**config.mk**
```make
export PLATFORM = sky130hd
export DESIGN_NAME = lvdc_ctrl
export DESIGN_NICKNAME = d
export VERILOG_FILES = /design/src/shared/lvdc_pkg.sv /design/src/shared/lvdc_sync_if.sv /design/src/logic/lvdc_ctrl.sv /design/src/logic/lvdc_sync.sv
export SDC_FILE = /design/constraint.sdc
export NUM_CORES = 1
export LEC_CHECK = 0
export BUFFER_PORTS_ARGS = -buffer_cell sky130_fd_sc_hd__buf_4
export CORE_MARGIN = 1
export CORE_UTILIZATION = 57
export CTS_CLUSTER_DIAMETER = 200
export DETAILED_ROUTE_END_ITERATION = 8
export PLACE_DENSITY = 0.85
export REMOVE_ABC_BUFFERS = 1
export SYNTH_ARGS = -nofsm -noshare
export SYNTH_HDL_FRONTEND = slang
export SYNTH_SLANG_ARGS = --single-unit
```
**constraint.sdc**
```tcl
create_clock -name clk -period 2.2 [get_ports clk]
set_input_delay 0.66 -clock clk [delete_from_list [all_inputs] [get_ports clk]]
set_output_delay 0.66 -clock clk [all_outputs]
set_load 0.02 [all_outputs]
```
**src/shared/lvdc_pkg.sv**
```systemverilog
// Constants shared by the voltage detector reset/interrupt controller.
// Assumes a single 40 MHz system clock and synchronous active-high reset.
package lvdc_pkg;
    // Register port map (word indices on an 8-bit address)
    localparam logic [7:0] ADDR_CTRL   = 8'h00;
    localparam logic [7:0] ADDR_LEVEL  = 8'h01;
    localparam logic [7:0] ADDR_STATUS = 8'h02;
    localparam logic [7:0] ADDR_MASK   = 8'h03;
    localparam logic [7:0] ADDR_FLAGS  = 8'h04;

    // Bit positions
    localparam int CTRL_WEN_BIT   = 7;
    localparam int LVL_MODE_BIT   = 7;
    localparam int LVL_LEVEL_BIT  = 0;
    localparam int EV_LOWV_BIT    = 0;
    localparam int EV_RESET_BIT   = 1;
    localparam int FLG_RSTF_BIT   = 0;
    localparam int FLG_DETRST_BIT = 1;
    localparam int FLG_HIGH_BIT   = 2;
    localparam int FLG_LOW_BIT    = 3;

    // Reset values of the level register per mode, and of the mask register
    localparam logic [7:0] LVL_RST_INTRST = 8'h00;
    localparam logic [7:0] LVL_RST_RESET  = 8'h81;
    localparam logic [7:0] LVL_RST_INT    = 8'h01;
    localparam logic [7:0] MASK_RST       = 8'h03;

    // Mode select pair {hi, lo}
    localparam logic [1:0] MODE_INTRST = 2'h2;
    localparam logic [1:0] MODE_RESET  = 2'h3;
    localparam logic [1:0] MODE_INT    = 2'h1;

    // Timing
    localparam int CLK_MHZ         = 40;
    localparam int DET_DELAY_US    = 300;
    localparam int DET_DELAY_CYC   = DET_DELAY_US * CLK_MHZ;
    localparam int STAB_US         = 400;
    localparam int STAB_CYC        = STAB_US * CLK_MHZ;

    typedef enum logic [1:0] {
        LVDC_HELD,
        LVDC_RUN,
        LVDC_WARNED,
        LVDC_DET_RST
    } lvdc_state_t;
endpackage

```
**src/shared/lvdc_sync_if.sv**
```systemverilog
// Carrier between comparator synchroniser and the controller.
// Assumes both ends run on the one system clock.
`timescale 1ns/10ps
interface lvdc_sync_if;
    logic above_high;
    logic above_low;
    modport src (output above_high, output above_low);
    modport dst (input  above_high, input  above_low);
endinterface

```
**src/logic/lvdc_ctrl.sv**
```systemverilog
// Voltage detector controller for the combined interrupt and reset mode.
// Assumes comparators high = supply above level; one clock; sync reset.
`timescale 1ns/10ps

module lvdc_ctrl #(
    parameter int DELAY_CYC = lvdc_pkg::DET_DELAY_CYC
) (
    // Clock and power-on reset
    input  wire logic       clk,
    input  wire logic       rst,
    // Option byte mode pair
    input  wire logic       det_mode_sel_hi,
    input  wire logic       det_mode_sel_lo,
    // Supply comparators
    input  wire logic       cmp_high,
    input  wire logic       cmp_low,
    // Register port
    input  wire logic [7:0] addr,
    input  wire logic [7:0] wdata,
    input  wire logic       wr,
    input  wire logic       rd,
    output logic      [7:0] rdata,
    // System outputs
    output logic            detector_reset,
    output logic            low_voltage_irq,
    output logic            detector_reset_flag,
    output logic            low_voltage_irq_mask,
    output logic            irq
);
    localparam int CW = $clog2(DELAY_CYC + 1);

    lvdc_sync_if sync_bus ();

    lvdc_sync u_sync (
        .clk      (clk),
        .rst      (rst),
        .cmp_high (cmp_high),
        .cmp_low  (cmp_low),
        .out      (sync_bus)
    );

    logic [1:0]             mode_w;
    logic                   mode_intrst;
    logic                   mode_reset;
    logic [7:0]             lvl_init;
    logic                   init_q;
    logic [7:0]             ctrl_q;
    logic [7:0]             level_q;
    logic [7:0]             status_q;
    logic [7:0]             mask_q;
    logic                   rstf_q;
    logic [CW-1:0]          dly_q;
    logic                   hi_q;
    logic                   lo_q;
    lvdc_pkg::lvdc_state_t  state_q;
    lvdc_pkg::lvdc_state_t  state_d;
    logic                   wen;
    logic                   hi_f;
    logic                   lo_f;
    logic                   ev_lowv;
    logic                   ev_rst;
    logic                   wr_ctrl;
    logic                   wr_level;
    logic                   wr_status;
    logic                   wr_mask;
    logic                   wr_flags;
    logic [7:0]             rd_mux;
    logic [7:0]             ev_vec;
    logic                   dly_end;

    assign dly_end = (dly_q == CW'(DELAY_CYC - 1));

    assign mode_w      = {det_mode_sel_hi, det_mode_sel_lo};
    assign mode_intrst = (mode_w == lvdc_pkg::MODE_INTRST);
    assign mode_reset  = (mode_w == lvdc_pkg::MODE_RESET);
    assign lvl_init    = mode_reset ? lvdc_pkg::LVL_RST_RESET
                       : mode_intrst ? lvdc_pkg::LVL_RST_INTRST
                       : lvdc_pkg::LVL_RST_INT;
    assign wen         = ctrl_q[lvdc_pkg::CTRL_WEN_BIT];

    assign wr_ctrl   = wr && (addr == lvdc_pkg::ADDR_CTRL);
    assign wr_level  = wr && (addr == lvdc_pkg::ADDR_LEVEL) && wen;
    assign wr_status = wr && (addr == lvdc_pkg::ADDR_STATUS);
    assign wr_mask   = wr && (addr == lvdc_pkg::ADDR_MASK);
    assign wr_flags  = wr && (addr == lvdc_pkg::ADDR_FLAGS);

    // Filtered comparator levels: a change must persist for the delay
    assign hi_f = hi_q;
    assign lo_f = lo_q;

    always_ff @(posedge clk)
    begin
        if (rst)
            dly_q <= '0;
        else if (sync_bus.above_high != hi_q || sync_bus.above_low != lo_q)
            dly_q <= (dly_q == CW'(DELAY_CYC - 1)) ? '0 : dly_q + 1'b1;
        else
            dly_q <= '0;
    end

    // Levels adopted only when the delay count ends; glitches shorter are dropped
    always_ff @(posedge clk)
    begin
        if (rst)
        begin
            hi_q <= 1'b0;
            lo_q <= 1'b0;
        end
        else if (dly_q == CW'(DELAY_CYC - 1))
        begin
            hi_q <= sync_bus.above_high;
            lo_q <= sync_bus.above_low;
        end
    end

    always_comb
    begin
        state_d = state_q;
        unique case (state_q)
            lvdc_pkg::LVDC_HELD:
                if (hi_f)
                    state_d = lvdc_pkg::LVDC_RUN;
            lvdc_pkg::LVDC_RUN:
                if (!hi_f && !wen)
                    state_d = lvdc_pkg::LVDC_WARNED;
            lvdc_pkg::LVDC_WARNED:
                if (!lo_f && !wen)
                    state_d = lvdc_pkg::LVDC_DET_RST;
            lvdc_pkg::LVDC_DET_RST:
                if (hi_f)
                    state_d = lvdc_pkg::LVDC_RUN;
        endcase
    end

    // Warned state stays put above high: no second interrupt
    assign ev_lowv = mode_intrst && (state_q == lvdc_pkg::LVDC_RUN)
                  && (state_d == lvdc_pkg::LVDC_WARNED);
    assign ev_rst  = mode_intrst && (state_q == lvdc_pkg::LVDC_DET_RST)
                  && (state_d == lvdc_pkg::LVDC_RUN);
    assign ev_vec  = {6'h0, ev_rst, ev_lowv};

    always_ff @(posedge clk)
    begin
        if (rst)
            state_q <= lvdc_pkg::LVDC_HELD;
        else
            state_q <= state_d;
    end

    property p_held_reset;
        @(posedge clk) disable iff (rst)
            mode_intrst && (state_q == lvdc_pkg::LVDC_HELD)
            |-> detector_reset;
    endproperty
    a_held_reset: assert property (p_held_reset)
        else $error("detector reset not held before supply rise");

    property p_release;
        @(posedge clk) disable iff (rst)
            (state_q == lvdc_pkg::LVDC_HELD) && hi_f
            |=> (state_q == lvdc_pkg::LVDC_RUN);
    endproperty
    a_release: assert property (p_release)
        else $error("detector reset not released above high level");

    property p_irq_on_fall;
        @(posedge clk) disable iff (rst)
            mode_intrst && (state_q == lvdc_pkg::LVDC_RUN) && !hi_f && !wen
            |=> status_q[lvdc_pkg::EV_LOWV_BIT];
    endproperty
    a_irq_on_fall: assert property (p_irq_on_fall)
        else $error("no low voltage event below high level");

    property p_det_rst;
        @(posedge clk) disable iff (rst)
            (state_q == lvdc_pkg::LVDC_WARNED) && !lo_f && !wen
            |=> (state_q == lvdc_pkg::LVDC_DET_RST);
    endproperty
    a_det_rst: assert property (p_det_rst)
        else $error("no detector reset below low level");

    property p_no_reirq;
        @(posedge clk) disable iff (rst)
            (state_q == lvdc_pkg::LVDC_WARNED) |-> !ev_lowv;
    endproperty
    a_no_reirq: assert property (p_no_reirq)
        else $error("second low voltage event without low drop");

    property p_wen_irq;
        @(posedge clk) disable iff (rst)
            wen |-> !ev_lowv;
    endproperty
    a_wen_irq: assert property (p_wen_irq)
        else $error("low voltage event while write enable set");

    // Mode-dependent init is taken one cycle after release, not under reset
    always_ff @(posedge clk)
    begin
        if (rst)
        begin
            init_q  <= 1'b1;
            ctrl_q  <= 8'h00;
            level_q <= 8'h00;
        end
        else
        begin
            init_q <= 1'b0;
            if (wr_ctrl)
                ctrl_q <= wdata;
            if (init_q)
                level_q <= lvl_init;
            else if (wr_level)
                level_q <= wdata;
        end
    end

    // Sticky events: set wins over write-one clear
    always_ff @(posedge clk)
    begin
        if (rst)
        begin
            status_q <= 8'h00;
            mask_q   <= lvdc_pkg::MASK_RST;
        end
        else
        begin
            status_q <= (status_q & ~(wr_status ? wdata : 8'h00)) | ev_vec;
            if (wr_mask)
                mask_q <= wdata;
        end
    end

    // Detector reset flag: set on release, cleared by writing one
    always_ff @(posedge clk)
    begin
        if (rst)
            rstf_q <= 1'b0;
        else if (ev_rst)
            rstf_q <= 1'b1;
        else if (wr_flags && wdata[lvdc_pkg::FLG_RSTF_BIT])
            rstf_q <= 1'b0;
    end

    assign rd_mux = (addr == lvdc_pkg::ADDR_CTRL)   ? ctrl_q
                  : (addr == lvdc_pkg::ADDR_LEVEL)  ? level_q
                  : (addr == lvdc_pkg::ADDR_STATUS) ? status_q
                  : (addr == lvdc_pkg::ADDR_MASK)   ? mask_q
                  : (addr == lvdc_pkg::ADDR_FLAGS)
                    ? {4'h0, lo_q, hi_q, detector_reset, rstf_q}
                  : 8'h00;

    always_ff @(posedge clk)
    begin
        if (rst)
            rdata <= 8'h00;
        else
            rdata <= rd ? rd_mux : 8'h00;
    end

    // Reset masked while write enable is set, except the power-up hold
    assign detector_reset = mode_intrst
        && ((state_q == lvdc_pkg::LVDC_HELD)
         || (state_q == lvdc_pkg::LVDC_DET_RST && !wen));
    assign low_voltage_irq      = status_q[lvdc_pkg::EV_LOWV_BIT];
    assign low_voltage_irq_mask = mask_q[lvdc_pkg::EV_LOWV_BIT];
    assign detector_reset_flag  = rstf_q;
    assign irq = |(status_q & ~mask_q);

    property p_wen_reset;
        @(posedge clk) disable iff (rst)
            wen && (state_q != lvdc_pkg::LVDC_HELD) |-> !detector_reset;
    endproperty
    a_wen_reset: assert property (p_wen_reset)
        else $error("detector reset while write enable set");

    property p_mask_set;
        @(posedge clk) disable iff (rst)
            $fell(rst) |-> mask_q[lvdc_pkg::EV_LOWV_BIT];
    endproperty
    a_mask_set: assert property (p_mask_set)
        else $error("interrupt mask flag clear after reset");

    property p_init_wen;
        @(posedge clk) disable iff (rst)
            init_q |-> !wen;
    endproperty
    a_init_wen: assert property (p_init_wen)
        else $error("write enable set at start");

    property p_level_lock;
        @(posedge clk) disable iff (rst)
            wr && (addr == lvdc_pkg::ADDR_LEVEL) && !wen && !init_q
            |=> $stable(level_q);
    endproperty
    a_level_lock: assert property (p_level_lock)
        else $error("locked level register changed");

    property p_init_level;
        @(posedge clk) disable iff (rst)
            init_q && mode_intrst |=> (level_q == lvdc_pkg::LVL_RST_INTRST);
    endproperty
    a_init_level: assert property (p_init_level)
        else $error("level register not initialised to zero");

    property p_filter;
        @(posedge clk) disable iff (rst)
            $changed(hi_q) |-> $past(dly_end);
    endproperty
    a_filter: assert property (p_filter)
        else $error("high level adopted before delay count ended");

    property p_rstf_set;
        @(posedge clk) disable iff (rst)
            ev_rst |=> rstf_q;
    endproperty
    a_rstf_set: assert property (p_rstf_set)
        else $error("detector reset flag not set on release");
endmodule

```
**src/logic/lvdc_sync.sv**
```systemverilog
// Two-stage synchroniser for both supply comparator outputs.
// Assumes comparators are asynchronous analog levels.
`timescale 1ns/10ps
module lvdc_sync (
    // Clock and reset
    input  wire logic   clk,
    input  wire logic   rst,
    // Raw comparators
    input  wire logic   cmp_high,
    input  wire logic   cmp_low,
    // Synchronised levels
    lvdc_sync_if.src    out
);
    logic [1:0] stage1_q;
    logic [1:0] stage2_q;

    always_ff @(posedge clk)
    begin
        if (rst)
        begin
            stage1_q <= 2'h0;
            stage2_q <= 2'h0;
        end
        else
        begin
            stage1_q <= {cmp_high, cmp_low};
            stage2_q <= stage1_q;
        end
    end

    assign out.above_high = stage2_q[1];
    assign out.above_low  = stage2_q[0];
endmodule

```
# Word-level counts from Yosys, hierarchy flattened
# Cells that the tools add are included.
# totals
word_cells	80
ff_bits	64
# classes
bitwise	7
n_eq_ne	14
addsub	1
reduce_logical	28
mux	17
# ops
operator	n
two-way mux 8 bit	8
bitwise AND 8 bit	2
== test 8 x 2 -> 1 bit (second input constant)	2
inverter 8 bit	2
logical AND 1 bit	15
adder 14 x 1 -> 14 bit (second input constant)	1
== test 14 bit (second input constant)	1
== test 2 bit (second input constant)	5
== test 8 x 1 -> 1 bit (second input constant)	1
== test 8 x 3 -> 1 bit (second input constant)	1
zero test 8 bit	1
OR 8 x 2 -> 8 bit	1
OR reduction 8 bit	1
two-way mux 2 bit	3
case mux 2 bit (3 select lines)	1
== test 2 x 1 -> 1 bit (second input constant)	2
two-way mux 1 bit	4
two-way mux 4 bit	1
nonzero test 2 bit	2
OR reduction 2 bit	2
zero test 1 bit	3
OR reduction 3 bit	1
zero test 2 bit	1
logical OR 1 bit	2
other kinds (2)	4

# Longest topological paths before layout
# Gate-level depths: netlist of the first run.
# logic_depth
word_depth	9
depth_mapped	7
ltp_nobuf	7

# Cells and area by module
# From an unflattened synthesis of the first run, not the netlist that was laid out.
# unflattened
cells_unflattened	303
hier_area_um2	2817.7
# modules_own_cells
module	cells_per_inst	seq_area_each_um2	area_each_um2	n_inst
lvdc_ctrl	295	1201.2	2712.6	1
lvdc_sync	8	80.1	105.1	1

# Least setup slack after synthesis of the first run
# Ideal clock, no wire load.
# synth_timing
kind	in2reg
startpoint	input addr[5]
endpoint	register status_q[0]
path_slack_ns	0.174
cell_stages	6
arrival_time_ns	1.910
cell_sequence	or4_4 -> nor2_8 -> and4b_1 -> buf_6 -> a211oi_2 -> a31o_1
# synth_via
elab_chain_len	6
# synth_lines
element	line_no	source
start, declared	lvdc_ctrl.sv:18	input wire logic [7:0] addr,
== test 8 x 2 -> 1 bit	lvdc_ctrl.sv:83	assign wr_status = wr && (addr == lvdc_pkg::ADDR_STATUS);
logical AND 1 bit	lvdc_ctrl.sv:83	
two-way mux 8 bit	lvdc_ctrl.sv:227	status_q <= (status_q & ~(wr_status ? wdata : 8'h00)) | ev_vec;
inverter 8 bit	lvdc_ctrl.sv:227	
bitwise AND 8 bit	lvdc_ctrl.sv:227	
OR 8 x 2 -> 8 bit	lvdc_ctrl.sv:227	
end signal, assigned	lvdc_ctrl.sv:227	
end, declared	lvdc_ctrl.sv:49	logic [7:0] status_q;
# Every way passes these cells.
# A chain may end at the register's enable or synchronous reset.

# Final worst setup path of the first run
# layout_timing
startpoint	register mask_q[3]
endpoint	output irq
# layout_via
elab_chain_len	3
# layout_lines
element	line_no	source
start, declared	lvdc_ctrl.sv:50	logic [7:0] mask_q;
start signal, assigned	lvdc_ctrl.sv:223	mask_q <= lvdc_pkg::MASK_RST;
start signal, assigned	lvdc_ctrl.sv:229	mask_q <= wdata;
inverter 8 bit	lvdc_ctrl.sv:267	assign irq = |(status_q & ~mask_q);
bitwise AND 8 bit	lvdc_ctrl.sv:267	
OR reduction 8 bit	lvdc_ctrl.sv:267	
end, declared	lvdc_ctrl.sv:28	output logic irq
# Every way passes these cells.

==> results of run 1 <==
-- per-stage QoR --
step / cells / total power [mW] / setup slack [ns] / setup TNS (ns) / util (%)
finish: 405 / 2.35 / 0.0359 / 0 / 71.5
global route: 405 / 2.45 / -0.00567 / -0.00567 / 71.5
CTS: 405 / 2.36 / 0.00432 / 0 / 71.2
detailed placement: 390 / 1.48 / -0.0510 / -0.336 / 67.5
global placement: 390 / 1.48 / 0.00994 / 0 / 67.5
floorplan: 277 / 1.37 / 0.125 / 0 / -
-- cells in the final DEF, fill, tap and decap left out, types with 3 or more instances in the layout --
cell type and instances:
sky130_fd_sc_hd__nand4_1 3, sky130_fd_sc_hd__mux4_2 4, sky130_fd_sc_hd__and3_1 6, sky130_fd_sc_hd__o21ai_0 5, sky130_fd_sc_hd__dfxtp_1 62, sky130_fd_sc_hd__a21oi_1 12
sky130_fd_sc_hd__nor2_1 49, sky130_fd_sc_hd__nand2_1 7, sky130_fd_sc_hd__inv_2 5, sky130_fd_sc_hd__a211oi_1 6, sky130_fd_sc_hd__buf_4 45, sky130_fd_sc_hd__and2_1 3
sky130_fd_sc_hd__clkbuf_8 11, sky130_fd_sc_hd__xor2_1 7, sky130_fd_sc_hd__mux2i_1 29, sky130_fd_sc_hd__nand3_1 7, sky130_fd_sc_hd__ha_1 6, sky130_fd_sc_hd__xnor2_1 6
sky130_fd_sc_hd__inv_1 10, sky130_fd_sc_hd__o22ai_1 7, sky130_fd_sc_hd__nor2b_1 9
-- final timing paths --
path	startpoint	to	slack, ns	cells past startpoint
max	mask_q[3]$_SDFFE_PP0P_	irq	0.04	3
min	u_sync.stage1_q[0]$_SDFF_PP0_	u_sync.stage2_q[0]$_SDFF_PP0_	0.44	1
max reg2reg	state_q[0]$_SDFF_PP0_	detector_reset_flag$_SDFFE_PP0P_	0.49	6
min reg2reg	u_sync.stage1_q[0]$_SDFF_PP0_	u_sync.stage2_q[0]$_SDFF_PP0_	0.44	1
-- routing by layer --
metal | vias to the layer above | track usage [%] | part of all wire (%)
li1 | 1104 | - | -
met5 | - | 0 | 0
met3 | 10 | 8.33 | 4.5
met4 | 0 | 9.37 | 1.6
met2 | 65 | 41.0 | 49
met1 | 1073 | 32.8 | 45
-- cells in the mapped netlist (all sizes together) (3+ instances only) --
cell type / n
a211oi: 7
a21o: 3
a21oi: 12
and2: 3
and3: 8
buf: 7
clkbuf: 3
dfxtp: 64
ha: 6
inv: 15
mux2i: 29
mux4: 4
nand2: 7
nand3: 8
nand4: 4
nor2: 50
nor2b: 9
o21ai: 5
o22ai: 8
xnor2: 6
xor2: 7
-- cell families (layout without fill, tap and decap cells) --
group | Yosys count | in the layout | synth area share, %
buffers and inverters | 25 | 76 | 3.83
adder cells (fa/ha/maj) | 6 | 6 | 2.67
AND/OR/NAND/NOR | 104 | 104 | 20.5
flip-flops | 64 | 64 | 45.6
XOR/XNOR | 13 | 13 | 4.05
multiplexers | 33 | 33 | 13.5
AO/OA/AOI/OAI | 42 | 42 | 9.76
-- power by group through the flow --
stage               logic, mW  registers (mW)  clock network [mW]
detailed placement      0.256            1.23                   0
global route            0.289            1.21               0.956
floorplan               0.145            1.22                   0
CTS                     0.260            1.20               0.901
global placement        0.252            1.23                   0
finish                  0.261            1.20               0.891
-- what timing repair did --
item                       4_1_cts  5_1_grt
resized for setup                1        9
setup endpoints to repair        1        1
pin swaps                        1        0
-- cell type report --
cell class                 instances  area share [%]
clock inverter                     3           0.519
inverter                          15            1.67
timing repair buffer              46            10.3
sequential                        64            38.0
tap                               67            2.48
multi-input combinational        198            42.4
clock buffer                      12            4.60
-- flip-flops by register name, summed over array words and instances, names as in the netlist --
register,count
ctrl_q,8
detector_reset_flag,1
dly_q,14
hi_f,1
init_q,1
level_q,8
lo_f,1
mask_q,8
rdata,8
state_q,2
status_q,8
u_sync.stage1_q,2
u_sync.stage2_q,2
-- critical path, cell delays in order, from the launching register on --
cell and delay (ns):
sky130_fd_sc_hd__dfxtp_1 0.38, sky130_fd_sc_hd__o22ai_2 0.11, sky130_fd_sc_hd__or4_4 0.53, sky130_fd_sc_hd__buf_6 0.15
==> results by stage, run 1 <==
Yosys:
- In the synthesized netlist the async set-or-reset flop fraction comes to 0%.
- Counting flops and latches in the post-synthesis netlist gives 64.
- The fraction of synthesized cell area taken by the top area cell type is 45.6%.
- In this run the mean area of a mapped cell was between 9 and 10 µm².
- The sequential-to-total area share from yosys stat is around 46%.
- For this run, the leading register cell type out of synthesis is sky130_fd_sc_hd__dfxtp_1.
- The largest total area in the synthesized netlist belongs to sky130_fd_sc_hd__dfxtp_1.
- In this run, synthesis inferred 0 flip-flops with an integrated enable.
- During synthesis, Yosys emitted a total of 0 warnings.
- The synthesized netlist cell count is 287.
- By area the synthesized netlist is led by sky130_fd_sc_hd__dfxtp_1 (46%), sky130_fd_sc_hd__mux2i_1 (10%), sky130_fd_sc_hd__nor2_1 (6.5%).
- The cell area after synthesis is 0.00281 mm².
- The synthesized netlist contains 46 unique library cells.

Drt:
- Before antenna repair, the detailed router went through 4 iterations.
- Dividing the detail-routed wire length by the instance count gives approximately 15 µm.
- The routed design has 6.16 mm of wire.
- Detailed routing inserted a total of approximately 2300 vias.
- Using the TritonRoute via totals, the vias-per-cell ratio works out to between 5 and 6.
- After detailed routing, the number of remaining DRC violations is 0.
- The initial DRC count is approximately 120.
- Once detail routing completed, the nets flagged for antenna violations numbered 0.

Timing:
- The clock arrives with between 0.005 and 0.006 ns of skew.
- The number of pins with negative max-slew slack in the final report is 0.
- The highest attainable clock frequency is roughly 460 MHz.
- The shortest clock period the worst path allows after layout is around 2.2 ns.
- Setup violations remaining at the end of the flow were counted as 0.
- The number of hold-slack violations in the final timing report is 0.
- The transition at the pin with the smallest max-transition slack is 0.346 ns.
- The final critical path takes up ~100% of the cycle.
- The tightest slew margin relative to the limit is 76.9%.
- The tightest hold path in the finished design has a slack of around 0.44 ns.

Clock tree:
- Counting along the longest clock path gives a buffer depth of 2.
- The H-tree depth is 3.
- Counting every sink on the clock net gives 64.
- Clock-pin slew was measured on the worst setup and hold paths at about 0.06 ns.
- CTS placed an instance of sky130_fd_sc_hd__clkbuf_8 at the clock tree root.
- The number of buffers created by CTS is 9.
- Post-CTS timing repair inserted 0 buffers for setup.
- The clock tree from TritonCTS is built.
- The total of hold buffers inserted after clock tree synthesis is 0.
- The clock reaches the later pin of the worst-skew pair after roughly 0.34 ns.

Final layout:
- In the final layout, flip-flops and latches occupy between 0.001 and 0.0015 mm².
- The proportion of layout cells with a drive suffix above 1 is approximately 25%.
- The number of nets in the layout is 364.
- The multi-input combinational cells in the finished layout cover a total of 0.00143 mm².
- After filler insertion, the fill cell instance count of the layout stands at roughly 360.
- The finished cells cover about 0.0034 mm².
- The final antenna diode count is 0.
- The layout-stage area growth over the synthesis result is 20.2%.

Worst setup path:
- The critical path is of the reg2out type.
- The maximum fanout encountered on the critical timing path is 3.
- The arrival time at the worst endpoint is ~1.5 ns.
- The required time at the endpoint of the critical path is ~1.5 ns.
- The type of origin of the critical path is a flip-flop.
- The critical path capture point type is an output pin.

Power:
- The fraction of power consumed by combinational cells is 11.1%.
- The clock group share of total power is between 30% and 40%.
- The share of total power dissipated in sequential elements is between 50% and 60%.
- The analysis attributes to net switching a power of ~0.6 mW.
- The internal power of the cells totals 1.75 mW.
- The leakage power summed over all cells is 1.49 nW.
- The switching fraction of total power is 25.6%.
- In this run the power density over the cells is roughly 700 mW/mm².
- The peak ir drop on the vdd network is roughly 0.49 mV.

Die:
- The standard cell core area is between 0.004 and 0.005 mm².
- During I/O placement, the number of pins put on the boundary was 37.
- The floorplan step set the die height to 72.2 µm.
- After floorplanning, the core was divided into 25 placement rows.
- The initial core utilization is between 50% and 60%.
- The floorplan step defined a die boundary enclosing roughly 0.0052 mm².
- The die span in x is 72.2 µm.

Placed design:
- The congestion estimate from routability-driven global placement came to about 0.86.
- The placed cell area is ~0.0032 mm².
- The final HPWL from detailed placement is between 4 and 5 mm.
- Input and output buffers added on the ports amount to 36.

GRT:
- The pin count of the biggest net entering global routing is 25.
- The number of antenna violations at the first check in global routing is 0.
- The first-pass GRT wire length is roughly 10 mm.
- After global routing the overflow that remains totals 0.
- The number of global-route vias before repair is between 2000 and 2500.
- For this run, the total global-route usage over all layers was measured as roughly a quarter.

Flow run:
- The tool flagged a number of max-cap violations equal to 0.

Hold path:
- The worst hold-check path type is reg2reg.

Outcome:
- The run finished with clean final reports.
(Power assumes the default switching activity.)
==> run 2, diff against run 1 <==
--- a/config.mk
+++ b/config.mk
@@ -6,7 +6,7 @@
 export NUM_CORES = 1
 export LEC_CHECK = 0
 export BUFFER_PORTS_ARGS = -buffer_cell sky130_fd_sc_hd__buf_4
-export CORE_MARGIN = 1
+export CORE_MARGIN = 5
 export CORE_UTILIZATION = 57
 export CTS_CLUSTER_DIAMETER = 200
 export DETAILED_ROUTE_END_ITERATION = 8
==> run 2 against run 1 <==
Against the previous run:
- critical path depth unchanged
- first-iteration DRC count increased by 9.4%
- global-route usage decreased by 4.5 points
- via count decreased by 2.4%
- sequential share of layout area increased by 0.56 points
- worst setup slack improved by 0.010 ns
- clock power decreased by 3.9%
- flip-flop and latch count unchanged
- sequential power about the same
- non-clock buffer count decreased by 5
==> results by stage, run 2 (same netlist as run 1, synthesis figures left out) <==
Timing:
- The shortest clock period the worst path allows after layout was 2.15 ns (-0.0103 ns).
- Setup repair after global routing left no endpoint under its margin.
- The highest attainable clock frequency came to 464 MHz (+0.48%).
- The transition at the pin with the smallest max-transition slack is 0.374 ns (+0.0273 ns).
- The final count of negative-setup-slack endpoints is 0 (unchanged).
- The summed negative setup slack over all endpoints is 0 ns (unchanged).
- The number of pins with negative max-slew slack in the final report is 0 (unchanged).
- The tightest slew margin relative to the limit came to 75.1% (-1.8 points).
- The final cycle utilization of the critical path is 97.9% (-0.47 points).
- The worst clock skew on the final layout was 0.00793 ns (+0.00259 ns).
- The number of hold-slack violations in the final timing report came to 0 (unchanged).

Worst setup path:
- The capture point of the worst reg-to-reg path is status_q[0]$_SDFF_PP0_.
- The required time at the endpoint of the critical path is 1.54 ns (about the same).
- The maximum fanout encountered on the critical timing path is 3 (unchanged).
- STA classifies the critical path startpoint as a flip-flop.
- The arrival time at the worst endpoint is 1.49 ns (about the same).
- The depth of the most critical reg-to-reg path is 7 (+1).
- The critical path in this run is classified as reg2out.
- The reg-to-reg setup timing slack was 0.46 ns (-0.03 ns).
- The reg-to-reg critical path startpoint is state_q[1]$_SDFF_PP0_.
- STA classifies the critical path endpoint as an output pin.

Drt:
- The detailed-route wire length per cell came to 15.3 µm (+0.55%).
- The initial DRC count is 128 (+9.4%).
- The number of remaining DRC errors is 0 (unchanged).
- The count of TritonRoute iterations in the first routing pass came to 5 (+1).
- The total via count in the routed design is 2198 (-2.4%).
- The ratio of routed vias to standard cells is 5.48 (-1.4%).
- The remaining antenna violation count after routing is 0 (unchanged).
- The total wirelength of the detailed-routed design is 6.13 mm (-0.44%).

Hold path:
- The path class of the tightest hold or removal check is reg2reg.
- The depth of the worst hold-timing path is 1 (unchanged).
- The startpoint of the most critical hold path is u_sync.stage1_q[1]$_SDFF_PP0_.
- The worst hold endpoint is u_sync.stage2_q[1]$_SDFF_PP0_.

Final layout:
- The layout-stage area growth over the synthesis result is 18.3%.
- Leaving out fill and tap cells, the most frequent cell in the layout is sky130_fd_sc_hd__dfxtp_1.
- The final antenna diode count is 0 (unchanged).
- dly_q holds more flip-flops than any other register.
- The proportion of layout cells with a drive suffix above 1 is 22.2% (-2.7 points).
- The number of nets in the layout is 359 (-1.4%).
- The top cell types in the final layout, fill and taps aside, are sky130_fd_sc_hd__dfxtp_1 (63), sky130_fd_sc_hd__nor2_1 (49), sky130_fd_sc_hd__buf_4 (40).
- The number of flip-flops in the largest register was 14 (unchanged).

GRT:
- The global-route congestion overflow total was 0 (unchanged).
- The number of global-route vias before repair is 2177 (+3.9%).
- The overall fraction of global-route tracks in use is 21.2% (-4.5 points).
- The pin count of the biggest net entering global routing is 27 (+8.0%).
- The number of antenna violations at the first check in global routing came to 0 (unchanged).
- The first-pass GRT wire length is 10.4 mm (+3.7%).

Power:
- The peak ir drop on the vdd network is 0.401 mV (-18%).
- The total power divided by cell area was 699 mW/mm² (+0.21%).
- The sum of internal, switching and leakage power was 2.32 mW (-1.4%).
- The leakage power summed over all cells is 1.46 nW (-2.0%).

Clock tree:
- The cell sitting at the root of the clock tree is a sky130_fd_sc_hd__clkbuf_8.
- The clock tree from TritonCTS is built.
- The total of hold buffers inserted after clock tree synthesis is 0 (unchanged).
- The clock latency on the worst-skew pair was 0.34 ns (about the same).
- The number of setup buffers added after CTS came to 0 (unchanged).
- The H-tree depth is 3 (unchanged).
- The number of buffers created by CTS was 9 (unchanged).
- The maximum count of clock buffers along a single path is 2 (unchanged).
- The clock sink count is 64 (unchanged).
- The clock input transition at the sequential cells of the worst setup and hold paths is 0.07 ns (about the same).

Die:
- The die area is 0.00643 mm² (+23%).
- The number of cell rows is 25 (unchanged).
- The die height is 80.2 µm (+11%).
- The initial core utilization is 59.1% (-0.39 points).
- The die span in x is 80.2 µm (+11%).
- The number of primary I/O pins is 37 (unchanged).
- The standard cell core area is 0.00475 mm² (+0.66%).

Flow run:
- The number of maximum-capacitance constraint violations is 0 (unchanged).

Outcome:
- The flow ran to the end, and the final reports show no timing, DRC or antenna violations.

Placed design:
- The placer congestion estimate is 0.836 (-2.8%).
- The total of buffers placed on input and output ports is 36 (unchanged).
- The final HPWL from detailed placement was 4.49 mm (+1.3%).
[run 2: cell count changes in the layout (fill, tap and decap cells not counted), sizes merged]
cell      change
buf           -5
clkinv        +2
clkinvlp      -1
[run 2: per-stage QoR]
| step | util, % | hold WS [ns] | cell area (µm²) | setup slack (ns) | std cells |
|---|---|---|---|---|---|
| floorplan | - | 0.414 | 2760 | 0.125 | 277 |
| global route | 69.9 | 0.455 | 3320 | 0.00160 | 401 |
| CTS | 69.8 | 0.440 | 3320 | 0.0225 | 401 |
| finish | 69.9 | 0.437 | 3320 | 0.0461 | 401 |
| global placement | 66.2 | 0.424 | 3150 | 0.0276 | 385 |
| detailed placement | 66.2 | 0.426 | 3150 | -0.0103 | 385 |
[run 2: worst max-delay path, cell delays in order, from the launching register on]
cell and delay (ns):
sky130_fd_sc_hd__dfxtp_1 0.37, sky130_fd_sc_hd__o22ai_1 0.12, sky130_fd_sc_hd__or4_4 0.52, sky130_fd_sc_hd__buf_6 0.15
[run 2: metal layers]
layer	track usage, %	vias up	share of wire, %
met5	0	-	0
met4	9.46	0	1.5
met3	5.49	10	7.3
met2	32.0	77	45
met1	28.5	1031	46
li1	-	1080	-
[run 2: worst max path at each step]
stage	startpoint	endpoint	slack, ns
5_1_grt	status_q[5]$_SDFF_PP0_	irq	0.002
3_3_place_gp	addr[5]	mask_q[0]$_SDFFE_PP1P_	0.03
3_5_place_dp	addr[5]	ctrl_q[1]$_SDFFE_PP0P_	-0.01
2_1_floorplan	addr[5]	status_q[0]$_SDFF_PP0_	0.13
4_1_cts	mask_q[5]$_SDFFE_PP0P_	irq	0.02
6_report	mask_q[5]$_SDFFE_PP0P_	irq	0.05
[run 2: cell type report]
class,count,area (µm²)
fill,377,1430
multi-input combinational,198,1420
sequential,64,1280
timing repair buffer,41,312
clock buffer,12,145
tap,67,83.8
inverter,15,56.3
clock inverter,4,20.0
[run 2: where the power goes]
group | internal, mW | switching, mW
clock network | 0.432 | 0.424
logic | 0.108 | 0.154
registers | 1.18 | 0.0232
total | 1.72 | 0.601
[run 2: repair_timing]
item / 4_1_cts / 5_1_grt
pin swaps: 1 / 0
resized for setup: 3 / 2
endpoints found under the setup margin: 1 / 1
